<file path="src/hw/irq_flag_pkg.sv">
`default_nettype none
package irq_flag_pkg;
  // ----------------------------------------
  // Source layout
  // ----------------------------------------
  localparam int SRC_COUNT = 18;
  localparam int PIN_COUNT = 6;
  localparam int INT_EVT_COUNT = 12;
  localparam int PIN_FIRST_IDX = 1;
  localparam int SHARED_SERIAL_IDX = 10;
  localparam int EXT_USED_BITS = 2;

  // ----------------------------------------
  // Register addresses
  // ----------------------------------------
  localparam logic [15:0] ADDR_PEND_LOW = 16'hffe0;
  localparam logic [15:0] ADDR_PEND_HIGH = 16'hffe1;
  localparam logic [15:0] ADDR_PEND_EXT = 16'hffe2;
  localparam logic [15:0] ADDR_MASK_LOW = 16'hffe4;
  localparam logic [15:0] ADDR_MASK_HIGH = 16'hffe5;
  localparam logic [15:0] ADDR_MASK_EXT = 16'hffe6;
  localparam logic [15:0] ADDR_PRIO_LOW = 16'hffe8;
  localparam logic [15:0] ADDR_PRIO_HIGH = 16'hffe9;
  localparam logic [15:0] ADDR_PRIO_EXT = 16'hffea;
  localparam logic [15:0] ADDR_RISE_EN = 16'hff48;
  localparam logic [15:0] ADDR_FALL_EN = 16'hff49;

  // ----------------------------------------
  // Reset values and fixed read bits
  // ----------------------------------------
  localparam logic [7:0] PEND_RESET = 8'h00;
  localparam logic [7:0] MASK_RESET = 8'hff;
  localparam logic [7:0] PRIO_RESET = 8'hff;
  localparam logic [7:0] EDGE_RESET = 8'h00;
  localparam logic [5:0] EXT_FILL_ONES = 6'h3f;
  localparam logic [5:0] EXT_FILL_ZERO = 6'h00;
  localparam logic [1:0] EDGE_FILL = 2'h0;
endpackage : irq_flag_pkg
`default_nettype wire

</file>
<file path="src/hw/pin_edge_if.sv">
`default_nettype none
interface pin_edge_if #(
  parameter int N = 6
);
  logic [N-1:0] pin_level;
  logic [N-1:0] rise_en;
  logic [N-1:0] fall_en;
  logic [N-1:0] edge_evt;

  // Controller side supplies pins and enables, takes events
  modport ctrl (output pin_level, output rise_en, output fall_en, input edge_evt);
  // Detector side
  modport det (input pin_level, input rise_en, input fall_en, output edge_evt);
endinterface : pin_edge_if
`default_nettype wire

</file>
<file path="src/hw/pin_edge_detect.sv">
`default_nettype none
module pin_edge_detect #(
  parameter int N = 6
) (
  input wire logic clk_i,
  input wire logic rst_i,
  pin_edge_if.det eif
);
  // ----------------------------------------
  // State
  // ----------------------------------------
  typedef struct packed {
    logic [N-1:0] sync1;
    logic [N-1:0] sync2;
    logic [N-1:0] sync3;
    logic [N-1:0] level;
    logic [N-1:0] evt;
  } det_state_t;

  det_state_t s_q;
  det_state_t s_d;

  // Enables arrive through one byte, so more than eight pins cannot be served
  if (N < 1 || N > 8) begin : g_bad_width
    $error("pin_edge_detect: N must be 1 to 8");
  end

  // Three-stage sync; a change counts once stages two and three agree
  always_comb begin
    s_d = s_q;
    s_d.sync1 = eif.pin_level;
    s_d.sync2 = s_q.sync1;
    s_d.sync3 = s_q.sync2;
    for (int i = 0; i < N; i++) begin
      s_d.evt[i] = 1'b0;
      if (s_q.sync2[i] == s_q.sync3[i] && s_q.sync3[i] != s_q.level[i]) begin
        s_d.level[i] = s_q.sync3[i];
        // Edge qualified by its enable pair: 00 none, 01 fall, 10 rise, 11 both
        s_d.evt[i] = s_q.sync3[i] ? eif.rise_en[i] : eif.fall_en[i]; // RULE_20
      end
    end
  end

  // Level starts low, so a pin held high at reset looks like a rising edge
  always_ff @(posedge clk_i or posedge rst_i) begin
    if (rst_i) begin
      s_q <= '0;
    end else begin
      s_q <= s_d;
    end
  end

  assign eif.edge_evt = s_q.evt;
endmodule : pin_edge_detect
`default_nettype wire

</file>
<file path="src/hw/interrupt_request_flag_unit.sv">
// Function
// RULE_01: A source request or a software write of 1 sets its pending flag.
// RULE_02: CPU acknowledge clears that source's pending flag before service starts.
// RULE_03: Reset clears all three pending registers to zero.
// RULE_04: Pending registers take bit or byte access; low pair reads as one word.
// RULE_05: First register: low voltage, pins 0 to 5, serial 6 receive error.
// RULE_06: Second register: serial 6 rx/tx end, shared serial, five timer sources.
// RULE_07: Third register: A/D end in bit 0, UART0 receive in bit 1.
// RULE_08: Software writes zero to bits 2 to 7 of the third register.
// RULE_09: A flag reads 0 with no request and 1 while one is pending.
// RULE_10: The shared serial flag sets on either of its two sources.
// RULE_11: Software clears flags with single-bit operations, not byte read-modify-write.
// RULE_12: A byte write replaces all eight flags, losing a set since the read.
// RULE_13: After standby release software clears stale flags before using a peripheral.
// RULE_14: Six register groups: pending, mask, priority, rise, fall, status word.
// RULE_15: Each source has pending, mask and priority flags at the same bit.
// RULE_16: Acknowledge logic combines pending, mask, priority, global enable and in-service.
// RULE_17: External pins pass edge detection; internal sources set flags directly.
// RULE_18: Mask 0 allows, 1 blocks; reset sets all masks to 1.
// RULE_19: Priority 0 is high group, 1 low; high may nest over low.
// RULE_20: Edge enable pair per pin: 00 none, 01 fall, 10 rise, 11 both.
// RULE_21: Equal-group simultaneous requests resolve by fixed order, index 0 highest.
// RULE_22: With global enable, present the top pending unmasked request to the CPU.
`default_nettype none
module interrupt_request_flag_unit
  import irq_flag_pkg::*;
(
  input wire logic clk_i,
  input wire logic rst_i,
  input wire logic [15:0] addr_i,
  input wire logic wr_i,
  input wire logic [7:0] wdata_i,
  input wire logic bit_wr_i,
  input wire logic [2:0] bit_sel_i,
  input wire logic bit_val_i,
  input wire logic rd_i,
  input wire logic rd_word_i,
  output logic [15:0] rdata_o,
  input wire logic [INT_EVT_COUNT-1:0] internal_evt_i,
  input wire logic uart0_tx_evt_i,
  input wire logic [PIN_COUNT-1:0] ext_pin_irq_i,
  input wire logic global_interrupt_enable_i,
  input wire logic in_service_priority_i,
  input wire logic ack_i,
  output logic irq_req_o,
  output logic [4:0] irq_index_o,
  output logic irq_low_group_o
);
  // ----------------------------------------
  // State
  // ----------------------------------------
  typedef struct packed {
    logic [SRC_COUNT-1:0] pend;
    logic [SRC_COUNT-1:0] mask;
    logic [SRC_COUNT-1:0] prio;
    logic [PIN_COUNT-1:0] rise;
    logic [PIN_COUNT-1:0] fall;
    logic [15:0] rdata;
    logic req;
    logic [4:0] idx;
    logic grp;
  } unit_state_t;

  unit_state_t s_q;
  unit_state_t s_d;

  // ----------------------------------------
  // Helpers
  // ----------------------------------------
  // Byte write replaces; bit write touches only the addressed bit
  function automatic logic [7:0] reg_write(input logic [7:0] old, input logic byte_wr,
                                           input logic [7:0] data, input logic [2:0] sel,
                                           input logic val);
    logic [7:0] r;
    r = old;
    if (byte_wr) begin
      r = data; // RULE_04
    end else begin
      r[sel] = val; // RULE_04
    end
    return r;
  endfunction : reg_write

  // Lowest set index wins the fixed order
  function automatic logic [4:0] first_set(input logic [SRC_COUNT-1:0] v);
    logic [4:0] r;
    r = '0;
    for (int i = SRC_COUNT - 1; i >= 0; i--) begin
      if (v[i]) begin
        r = 5'(i); // RULE_21
      end
    end
    return r;
  endfunction : first_set

  // ----------------------------------------
  // Edge detection of the external pins
  // ----------------------------------------
  pin_edge_if #(.N(PIN_COUNT)) eif ();

  assign eif.pin_level = ext_pin_irq_i;
  assign eif.rise_en = s_q.rise;
  assign eif.fall_en = s_q.fall;

  pin_edge_detect #(.N(PIN_COUNT)) u_edge (
    .clk_i(clk_i),
    .rst_i(rst_i),
    .eif(eif)
  );

  // ----------------------------------------
  // Next state
  // ----------------------------------------
  logic [SRC_COUNT-1:0] set_v;
  logic [SRC_COUNT-1:0] elig;
  logic [SRC_COUNT-1:0] hi_v;
  logic [SRC_COUNT-1:0] lo_v;
  logic sw_wr;
  logic [7:0] tmp;

  always_comb begin
    s_d = s_q;
    sw_wr = wr_i | bit_wr_i;
    tmp = '0;
    // Hardware sets: pins via edge stage, internal events direct
    set_v = '0;
    set_v[0] = internal_evt_i[0]; // RULE_05
    set_v[PIN_FIRST_IDX +: PIN_COUNT] = eif.edge_evt; // RULE_17
    set_v[SRC_COUNT-1:PIN_FIRST_IDX+PIN_COUNT] = internal_evt_i[INT_EVT_COUNT-1:1]; // RULE_06
    set_v[SHARED_SERIAL_IDX] = internal_evt_i[4] | uart0_tx_evt_i; // RULE_10

    // Software access to the five device-side register groups
    if (sw_wr) begin
      unique case (addr_i)
        ADDR_PEND_LOW: begin
          s_d.pend[7:0] = reg_write(s_q.pend[7:0], wr_i, wdata_i, bit_sel_i, bit_val_i);
          if (wr_i) begin
            set_v[7:0] = '0; // RULE_12
          end
        end
        ADDR_PEND_HIGH: begin
          s_d.pend[15:8] = reg_write(s_q.pend[15:8], wr_i, wdata_i, bit_sel_i, bit_val_i);
          if (wr_i) begin
            set_v[15:8] = '0; // RULE_12
          end
        end
        ADDR_PEND_EXT: begin
          tmp = reg_write({EXT_FILL_ZERO, s_q.pend[17:16]}, wr_i, wdata_i, bit_sel_i,
                          bit_val_i);
          s_d.pend[17:16] = tmp[EXT_USED_BITS-1:0]; // RULE_07
          if (wr_i) begin
            set_v[17:16] = '0; // RULE_12
          end
        end
        ADDR_MASK_LOW: s_d.mask[7:0] = reg_write(s_q.mask[7:0], wr_i, wdata_i, bit_sel_i,
                                                 bit_val_i); // RULE_14
        ADDR_MASK_HIGH: s_d.mask[15:8] = reg_write(s_q.mask[15:8], wr_i, wdata_i, bit_sel_i,
                                                   bit_val_i); // RULE_15
        ADDR_MASK_EXT: begin
          tmp = reg_write({EXT_FILL_ONES, s_q.mask[17:16]}, wr_i, wdata_i, bit_sel_i,
                          bit_val_i);
          s_d.mask[17:16] = tmp[EXT_USED_BITS-1:0];
        end
        ADDR_PRIO_LOW: s_d.prio[7:0] = reg_write(s_q.prio[7:0], wr_i, wdata_i, bit_sel_i,
                                                 bit_val_i); // RULE_14
        ADDR_PRIO_HIGH: s_d.prio[15:8] = reg_write(s_q.prio[15:8], wr_i, wdata_i, bit_sel_i,
                                                   bit_val_i); // RULE_15
        ADDR_PRIO_EXT: begin
          tmp = reg_write({EXT_FILL_ONES, s_q.prio[17:16]}, wr_i, wdata_i, bit_sel_i,
                          bit_val_i);
          s_d.prio[17:16] = tmp[EXT_USED_BITS-1:0];
        end
        ADDR_RISE_EN: begin
          tmp = reg_write({EDGE_FILL, s_q.rise}, wr_i, wdata_i, bit_sel_i, bit_val_i);
          s_d.rise = tmp[PIN_COUNT-1:0]; // RULE_20
        end
        ADDR_FALL_EN: begin
          tmp = reg_write({EDGE_FILL, s_q.fall}, wr_i, wdata_i, bit_sel_i, bit_val_i);
          s_d.fall = tmp[PIN_COUNT-1:0]; // RULE_20
        end
        default: ;
      endcase
    end

    // Acknowledge clears the presented flag; a new set in that cycle still wins
    if (ack_i && s_q.req) begin
      s_d.pend[s_q.idx] = 1'b0; // RULE_02
    end
    s_d.pend = s_d.pend | set_v; // RULE_01

    // Arbitrate on updated flags so an acknowledged source is never offered twice
    elig = s_d.pend & ~s_d.mask; // RULE_18
    hi_v = elig & ~s_d.prio; // RULE_19
    lo_v = elig & s_d.prio & {SRC_COUNT{in_service_priority_i}}; // RULE_16
    s_d.req = global_interrupt_enable_i && ((|hi_v) || (|lo_v)); // RULE_22
    s_d.grp = ~(|hi_v);
    s_d.idx = (|hi_v) ? first_set(hi_v) : first_set(lo_v); // RULE_21

    // Registered read data, one cycle after the strobe
    if (rd_i) begin
      unique case (addr_i)
        ADDR_PEND_LOW: s_d.rdata = rd_word_i ? s_q.pend[15:0]
                                             : {8'h00, s_q.pend[7:0]}; // RULE_09
        ADDR_PEND_HIGH: s_d.rdata = {8'h00, s_q.pend[15:8]};
        ADDR_PEND_EXT: s_d.rdata = {8'h00, EXT_FILL_ZERO, s_q.pend[17:16]};
        ADDR_MASK_LOW: s_d.rdata = rd_word_i ? s_q.mask[15:0] : {8'h00, s_q.mask[7:0]};
        ADDR_MASK_HIGH: s_d.rdata = {8'h00, s_q.mask[15:8]};
        ADDR_MASK_EXT: s_d.rdata = {8'h00, EXT_FILL_ONES, s_q.mask[17:16]};
        ADDR_PRIO_LOW: s_d.rdata = rd_word_i ? s_q.prio[15:0] : {8'h00, s_q.prio[7:0]};
        ADDR_PRIO_HIGH: s_d.rdata = {8'h00, s_q.prio[15:8]};
        ADDR_PRIO_EXT: s_d.rdata = {8'h00, EXT_FILL_ONES, s_q.prio[17:16]};
        ADDR_RISE_EN: s_d.rdata = {8'h00, EDGE_FILL, s_q.rise};
        ADDR_FALL_EN: s_d.rdata = {8'h00, EDGE_FILL, s_q.fall};
        default: s_d.rdata = 16'h0000;
      endcase
    end
  end

  // ----------------------------------------
  // Registers
  // ----------------------------------------
  always_ff @(posedge clk_i or posedge rst_i) begin
    if (rst_i) begin
      s_q <= '0;
      s_q.pend <= {PEND_RESET[EXT_USED_BITS-1:0], PEND_RESET, PEND_RESET}; // RULE_03
      s_q.mask <= {MASK_RESET[EXT_USED_BITS-1:0], MASK_RESET, MASK_RESET}; // RULE_18
      s_q.prio <= {PRIO_RESET[EXT_USED_BITS-1:0], PRIO_RESET, PRIO_RESET};
      s_q.rise <= EDGE_RESET[PIN_COUNT-1:0];
      s_q.fall <= EDGE_RESET[PIN_COUNT-1:0];
    end else begin
      s_q <= s_d;
    end
  end

  assign rdata_o = s_q.rdata;
  assign irq_req_o = s_q.req;
  assign irq_index_o = s_q.idx;
  assign irq_low_group_o = s_q.grp;
endmodule : interrupt_request_flag_unit
`default_nettype wire

</file>
<file path="config.mk">
export PLATFORM = sky130hd
export DESIGN_NAME = interrupt_request_flag_unit
export DESIGN_NICKNAME = d
export VERILOG_FILES = /design/src/hw/irq_flag_pkg.sv /design/src/hw/pin_edge_if.sv /design/src/hw/pin_edge_detect.sv /design/src/hw/interrupt_request_flag_unit.sv
export SDC_FILE = /design/constraint.sdc
export NUM_CORES = 1
export LEC_CHECK = 0
export ABC_AREA = 1
export BUFFER_PORTS_ARGS = -buffer_cell sky130_fd_sc_hd__clkbuf_2
export CELL_PAD_IN_SITES_DETAIL_PLACEMENT = 0
export CELL_PAD_IN_SITES_GLOBAL_PLACEMENT = 1
export CORE_MARGIN = 2
export CORE_UTILIZATION = 40
export DETAILED_ROUTE_END_ITERATION = 8
export HOLD_SLACK_MARGIN = 0.12
export PLACE_DENSITY = 0.89
export SLEW_MARGIN = 20
export SYNTH_ARGS = -nofsm -noshare
export SYNTH_HDL_FRONTEND = slang
export SYNTH_HIERARCHICAL = 1
export SYNTH_SLANG_ARGS = --single-unit
</file>
<file path="constraint.sdc">
create_clock -name clk_i -period 2.6 [get_ports clk_i]
set_clock_uncertainty 0.05 [all_clocks]
set_input_delay 0.52 -clock clk_i [delete_from_list [all_inputs] [get_ports clk_i]]
set_output_delay 0.52 -clock clk_i [all_outputs]
set_load 0.02 [all_outputs]
</file>
==> impl_metrics.env, run 1 <==
export IMPL_ios=79
export IMPL_worstSkewPairLatency_ns=0.43
export IMPL_cts_tree="done"
export IMPL_numPortBuffers=78
export IMPL_root_buffer="clkbuf_16"
export IMPL_power_density_nw_per_um2=494
export IMPL_slowest_delay_ns=0.22
export IMPL_tightest_slew_ns=0.826
export IMPL_grt_total_usage=0.262
export IMPL_hold_buffers=0
export IMPL_synth_cell_types=50
export IMPL_power_leakage_nw=4.76
export IMPL_drv_cap=0
export IMPL_synth_edf_count=0
export IMPL_htree_levels=4
export IMPL_cts_path_max_buffers=2
export IMPL_hold_ws_ns=0.130
export IMPL_viasPerCell=5.37
export IMPL_worstSetupStartpointType="primary input"
export IMPL_cp_common_cell="nand2_1"
export IMPL_worstPathArrival_ns=2.88
export IMPL_critPathSlowestCell="a21oi_2"
export IMPL_grt_remaining_overflow=0
export IMPL_diodes=0
export IMPL_synth_main_ff_cell="dfrtp_1"
export IMPL_wl_um=25900
export IMPL_cts_inserted_buffers=17
export IMPL_syn_area_per_cell_um2=7.60
export IMPL_drc=0
export IMPL_yosys_warnings=6
export IMPL_end_kind="flip-flop"
export IMPL_syn_inst=955
export IMPL_synth_area_um2=7260
export IMPL_final_setup_worst_slack_ns=-0.00955
export IMPL_first_global_vias=7193
export IMPL_wl_per_cell_um=18.2
export IMPL_fin_area_um2=9910
export IMPL_syn_num_nets=1011
export IMPL_postRouteAntennaNets=0
export IMPL_vias=7657
export IMPL_status="complete, but fails checks"
export IMPL_die_area_um2=19200
export IMPL_postSynth_asyncResetShare=1.00
export IMPL_drive_above_1_share=0.387
export IMPL_tns_ns=-0.00955
export IMPL_finalCritPeriodShare=1.00
export IMPL_rows=49
export IMPL_period_minus_slack_ns=2.61
export IMPL_die_w_um=139
export IMPL_synth_yosys_seq_area_share=0.417
export IMPL_worstHoldPathType="in2async"
export IMPL_clock_sinks=119
export IMPL_path_buf_inv=3
export IMPL_cp_required_ns=2.87
export IMPL_die_height_um=139
export IMPL_max_vdd_ir_drop_uv=468
export IMPL_globalplace_congestion=1.02
export IMPL_crit_fanout=5
export IMPL_post_dp_cell_area_um2=8860
export IMPL_drtIter0Drc=633
export IMPL_grt_pass1_wl_um=39100
export IMPL_fmax_mhz=383
export IMPL_start_util=0.405
export IMPL_synthToLayoutAreaGrowth_pct=36.6
export IMPL_finalNetCount=1241
export IMPL_final_hold_violation_count=0
export IMPL_clkTransAtPathRegs_ns=0.06
export IMPL_finalPower_mw=4.90
export IMPL_violations="setup timing"
export IMPL_hpwl_um=19800
export IMPL_coreArea_um2=17900
export IMPL_antenna_found_initial=1
export IMPL_setup_viol=1
export IMPL_slew_viol_final=0
export IMPL_relSlewSlack=0.445
export IMPL_rsz0062_at_grt="yes"
export IMPL_worstSetupPathType="in2reg"
export IMPL_grt_max_degree=49
export IMPL_yosys_register_bits=119
export IMPL_firstDrtPassIters=5
export IMPL_critPathTopFamily="simple AND/OR/NAND/NOR gates"
routing by layer:
metal	vias to the layer above	global-route usage	routed length [um]
met4	0	0.104	976
met3	64	0.0628	2130
met5	-	0	0
met1	3641	0.348	11000
li1	3617	-	-
met2	335	0.417	11800
timing repair:
item	CTS	global route
cloned	0	1
setup endpoints to repair	4	7
resized for setup	3	88
setup buffers	0	15
pin swaps	0	17
worst min-delay path: cells and delay by family:
kind	cells	cell delay, ns
buf+inv	3	0.50
kinds of logic (layout without fill, tap and decap cells):
family                 after synthesis  after routing  synth area share
AOI/OAI and AO/OA                  237            237             0.191
buffers and inverters              193            434             0.122
DFF                                119            119             0.417
muxes                                6              6           0.00931
and+or+nand+nor                    400            401             0.261
cells in the final DEF, fill, tap and decap left out, types with 11 or more instances in the layout:
cell,n
nand2_1,201
buf_4,167
inv_1,122
dfrtp_1,83
clkbuf_2,78
o21ai_0,70
o21ai_1,51
nor2_1,45
nand3_1,38
dfstp_2,36
nand2_2,24
a21oi_1,24
o21ai_2,23
a221oi_1,22
inv_2,21
clkbuf_16,17
nor3_1,16
a31oi_1,15
nor2_2,12
nor2_4,11
o22ai_1,11
final cells by class:
class	count	area [um2]
clock inverter	11	148
tap	229	287
fill	1694	7990
multi-input combinational	644	3640
timing repair buffer	253	1770
sequential	119	3020
clock buffer	20	467
inverter	150	577
cell usage after synthesis, types with 8 or more instances:
master | n | area [um2]
inv_1 | 126 | 473
nand2_2 | 14 | 87.6
buf_4 | 27 | 203
a21oi_1 | 25 | 125
nor2_1 | 51 | 191
nor3_1 | 19 | 95.1
nand3_1 | 45 | 225
o21ai_0 | 85 | 425
dfrtp_1 | 83 | 2080
nor2_2 | 10 | 62.6
inv_2 | 19 | 71.3
nand4_1 | 8 | 50.1
dfstp_2 | 36 | 946
o21ai_1 | 53 | 265
a221oi_1 | 22 | 193
o22ai_1 | 11 | 68.8
nand2_1 | 216 | 811
a31oi_1 | 15 | 93.8
worst paths after layout:
check                                 startpoint        endpoint  slack, ns  cells past startpoint
max in group asynchronous                  rst_i         s_q[49]       1.62                      3
worst min register to register    u_edge/s_d[19]  u_edge/s_d[13]       0.30                      0
worst max-delay path                   addr_i[4]  irq_index_o[0]      -0.01                     28
worst min-delay path                       rst_i  u_edge/s_d[20]       0.13                      3
worst max register to register    irq_index_o[2]  irq_index_o[0]       0.13                     23
min in group clk_i              ext_pin_irq_i[2]  u_edge/s_d[20]       0.14                      1
power breakdown:
part / internal [mW] / switching, mW / total [mW]
clock network: 1.58 / 0.899 / 2.48
logic: 0.185 / 0.309 / 0.494
registers: 1.90 / 0.0293 / 1.92
total: 3.66 / 1.24 / 4.90
stage by stage:
stage	cells	setup WS [ns]	utilization
2_1_floorplan	955	0.178	-
3_3_place_gp	1379	-0.380	0.495
3_5_place_dp	1379	-0.452	0.495
4_1_cts	1410	0.0316	0.530
5_1_grt	1426	-0.220	0.554
6_report	1426	-0.00955	0.554
Power figures use the tool's default switching activity.
==> inputs of run 2 (changes only) <==
--- a/config.mk
+++ b/config.mk
@@ -9,12 +9,12 @@
 export BUFFER_PORTS_ARGS = -buffer_cell sky130_fd_sc_hd__clkbuf_2
 export CELL_PAD_IN_SITES_DETAIL_PLACEMENT = 0
 export CELL_PAD_IN_SITES_GLOBAL_PLACEMENT = 1
+export CORE_ASPECT_RATIO = 2
 export CORE_MARGIN = 2
 export CORE_UTILIZATION = 40
 export DETAILED_ROUTE_END_ITERATION = 8
 export HOLD_SLACK_MARGIN = 0.12
 export PLACE_DENSITY = 0.89
-export SLEW_MARGIN = 20
 export SYNTH_ARGS = -nofsm -noshare
 export SYNTH_HDL_FRONTEND = slang
 export SYNTH_HIERARCHICAL = 1
==> run 2 against run 1 <==
The flow still finishes with violations (setup timing). Clock-buffer cell count down 2. Wire length up 4.7%. Global-route usage up 1.8 points. Sequential share of layout area up 0.069 points. Register-to-register slack worse by 0.12 ns. Critical path depth up 1. First-iteration DRC count down 13%. Maximum frequency down 0.35%. Combinational power up 6.5%. Power up 5.8%. Hold slack better by 0.027 ns. Highest routed layer unchanged.
==> impl_metrics.env, run 2 (synthesis results as in run 1) <==
export IMPL_worstHoldPathType="in2reg"
export IMPL_globalplace_congestion=0.987
export IMPL_clkTransAtPathRegs_ns=0.07
export IMPL_die_w_um=99.2
export IMPL_diodes=0
export IMPL_final_common_cell="nand2_1"
export IMPL_die_area_um2=19300
export IMPL_tightest_slew_ns=1.33
export IMPL_max_vdd_ir_drop_uv=327
export IMPL_setup_viol=1
export IMPL_grt_remaining_overflow=0
export IMPL_cp_common_cell="nand2_1"
export IMPL_status="complete, but fails checks"
export IMPL_postRouteAntennaNets=0
export IMPL_dr_wl_met2_um=14200
export IMPL_rows=69
export IMPL_final_hold_violation_count=0
export IMPL_critPathTopFamily="simple AND/OR/NAND/NOR gates"
export IMPL_cts_path_max_buffers=2
export IMPL_grt_total_usage=0.280
export IMPL_die_height_um=194
export IMPL_worstSetupPathType="in2reg"
export IMPL_start_util=0.408
export IMPL_hpwl_um=21700
export IMPL_critPathSlowestCell="buf_4"
export IMPL_final_setup_worst_slack_ns=-0.0187
export IMPL_clock_sinks=119
export IMPL_numPortBuffers=78
export IMPL_end_kind="flip-flop"
export IMPL_cp_required_ns=2.87
export IMPL_drtIter0Drc=551
export IMPL_root_buffer="clkbuf_16"
export IMPL_htree_levels=4
export IMPL_wl_per_cell_um=19.2
export IMPL_slew_viol_final=0
export IMPL_path_buf_inv=3
export IMPL_met1Wirelength_um=9330
export IMPL_relSlewSlack=0.105
export IMPL_worstSetupStartpointType="primary input"
export IMPL_cts_inserted_buffers=17
export IMPL_drv_cap=0
export IMPL_finalNetCount=1240
export IMPL_fmax_mhz=382
export IMPL_ios=79
export IMPL_finalCritPeriodShare=1.01
export IMPL_stdcell_count=1410
export IMPL_slowest_delay_ns=0.23
export IMPL_firstDrtPassIters=5
export IMPL_coreArea_um2=17800
export IMPL_grt_pass1_wl_um=40600
export IMPL_drive_above_1_share=0.370
export IMPL_cts_tree="done"
export IMPL_violations="setup timing"
export IMPL_power_density_nw_per_um2=524
export IMPL_grt_max_degree=49
export IMPL_post_place_ws_ns=-0.566
export IMPL_dr_wl_met3_um=1150
export IMPL_synthToLayoutAreaGrowth_pct=36.2
export IMPL_period_minus_slack_ns=2.62
export IMPL_antenna_found_initial=0
export IMPL_power_leakage_nw=4.77
export IMPL_first_global_vias=7566
export IMPL_final_cell_mix="nand2_1 (203), buf_4 (165), inv_1 (121)"
export IMPL_crit_fanout=5
export IMPL_drc=0
export IMPL_vias=7599
export IMPL_placedCellCount=1371
export IMPL_top_layer="met4"
export IMPL_rsz0062_at_grt="yes"
export IMPL_wl_um=27100
export IMPL_worstPathArrival_ns=2.89
export IMPL_viasPerCell=5.39
export IMPL_worstSkewPairLatency_ns=0.42
[run 2: cell count changes in the layout (fill, tap and decap cells not counted), moves of 3 or more]
cell | before | now
clkinv_2 | 3 | 0
o21ai_1 | 51 | 56
clkbuf_2 | 78 | 68
buf_6 | 4 | 13
o21ai_2 | 23 | 8
inv_6 | 2 | 6
o21ai_0 | 70 | 80
[run 2: metal layers]
layer | vias to the layer above | GRT usage
met5 | - | 0
met4 | 0 | 0.230
li1 | 3601 | -
met3 | 121 | 0.0363
met1 | 3573 | 0.285
met2 | 304 | 0.497
[run 2: worst reg2reg max path, cell delays in order, from the launching register on]
cell      delay, ns
dfrtp_1        0.39
nand2_1        0.11
buf_4          0.15
nor3_1         0.17
inv_2          0.12
o211ai_1       0.19
nand2_1        0.11
nand3_1        0.10
nand2_1        0.08
nand2_2        0.11
nand2_1        0.06
nand2_1        0.07
nand2_1        0.05
nand2_1        0.08
nand2_1        0.06
nand2_1        0.06
nand2_1        0.05
nand2_1        0.07
nand2_1        0.05
nand2_1        0.07
nand2_1        0.05
nand2_1        0.09
nand2_1        0.06
nand2_1        0.06
nand2_1        0.05
[run 2: timing repair]
action                     4_1_cts  5_1_grt
gates resized for setup         17       50
hold endpoints to repair        21        0
buffers inserted                 3        3
hold buffers                     1        0
setup endpoints to repair        5        7
pin swaps                        5       30
[run 2: stage by stage]
stage | utilization | setup TNS, ns | power, mW | hold WS, ns | area (um2)
2_1_floorplan | - | 0 | 2.19 | 0.281 | 7260
3_3_place_gp | 0.502 | -4.05 | 2.44 | 0.282 | 8930
3_5_place_dp | 0.502 | -4.45 | 2.44 | 0.287 | 8930
4_1_cts | 0.545 | 0 | 5.19 | 0.145 | 9690
5_1_grt | 0.556 | -0.685 | 5.34 | 0.141 | 9890
6_report | 0.556 | -0.0187 | 5.18 | 0.157 | 9890
[run 2: power by group]
group	switching, mW	leakage [nW]	internal (mW)	total, mW
clock	0.968	0.330	1.76	2.73
sequential	0.0311	1.41	1.89	1.93
combinational	0.322	3.03	0.204	0.526
[run 2: path summary, 6_finish.rpt]
kind	endpoint	cells after the start	slack, ns	startpoint
setup / recovery	irq_index_o[0]	29	-0.02	wr_i
hold / removal	u_edge/s_d[20]	1	0.16	ext_pin_irq_i[2]
setup reg to reg	irq_index_o[0]	24	0.01	irq_req_o
hold reg to reg	u_edge/s_d[14]	0	0.30	u_edge/s_d[20]
max in group asynchronous	s_q[70]	4	1.10	rst_i
min in group asynchronous	u_edge/s_q[6]	3	0.50	rst_i
[run 2: cell type report]
class	instances	area (um2)
multi-input cells	643	3510
inverters	150	577
repair buffers	253	1840
fillers	1686	7900
well taps	213	267
clock buffers	18	439
flip-flops and latches	119	3020
clock inverters	14	234
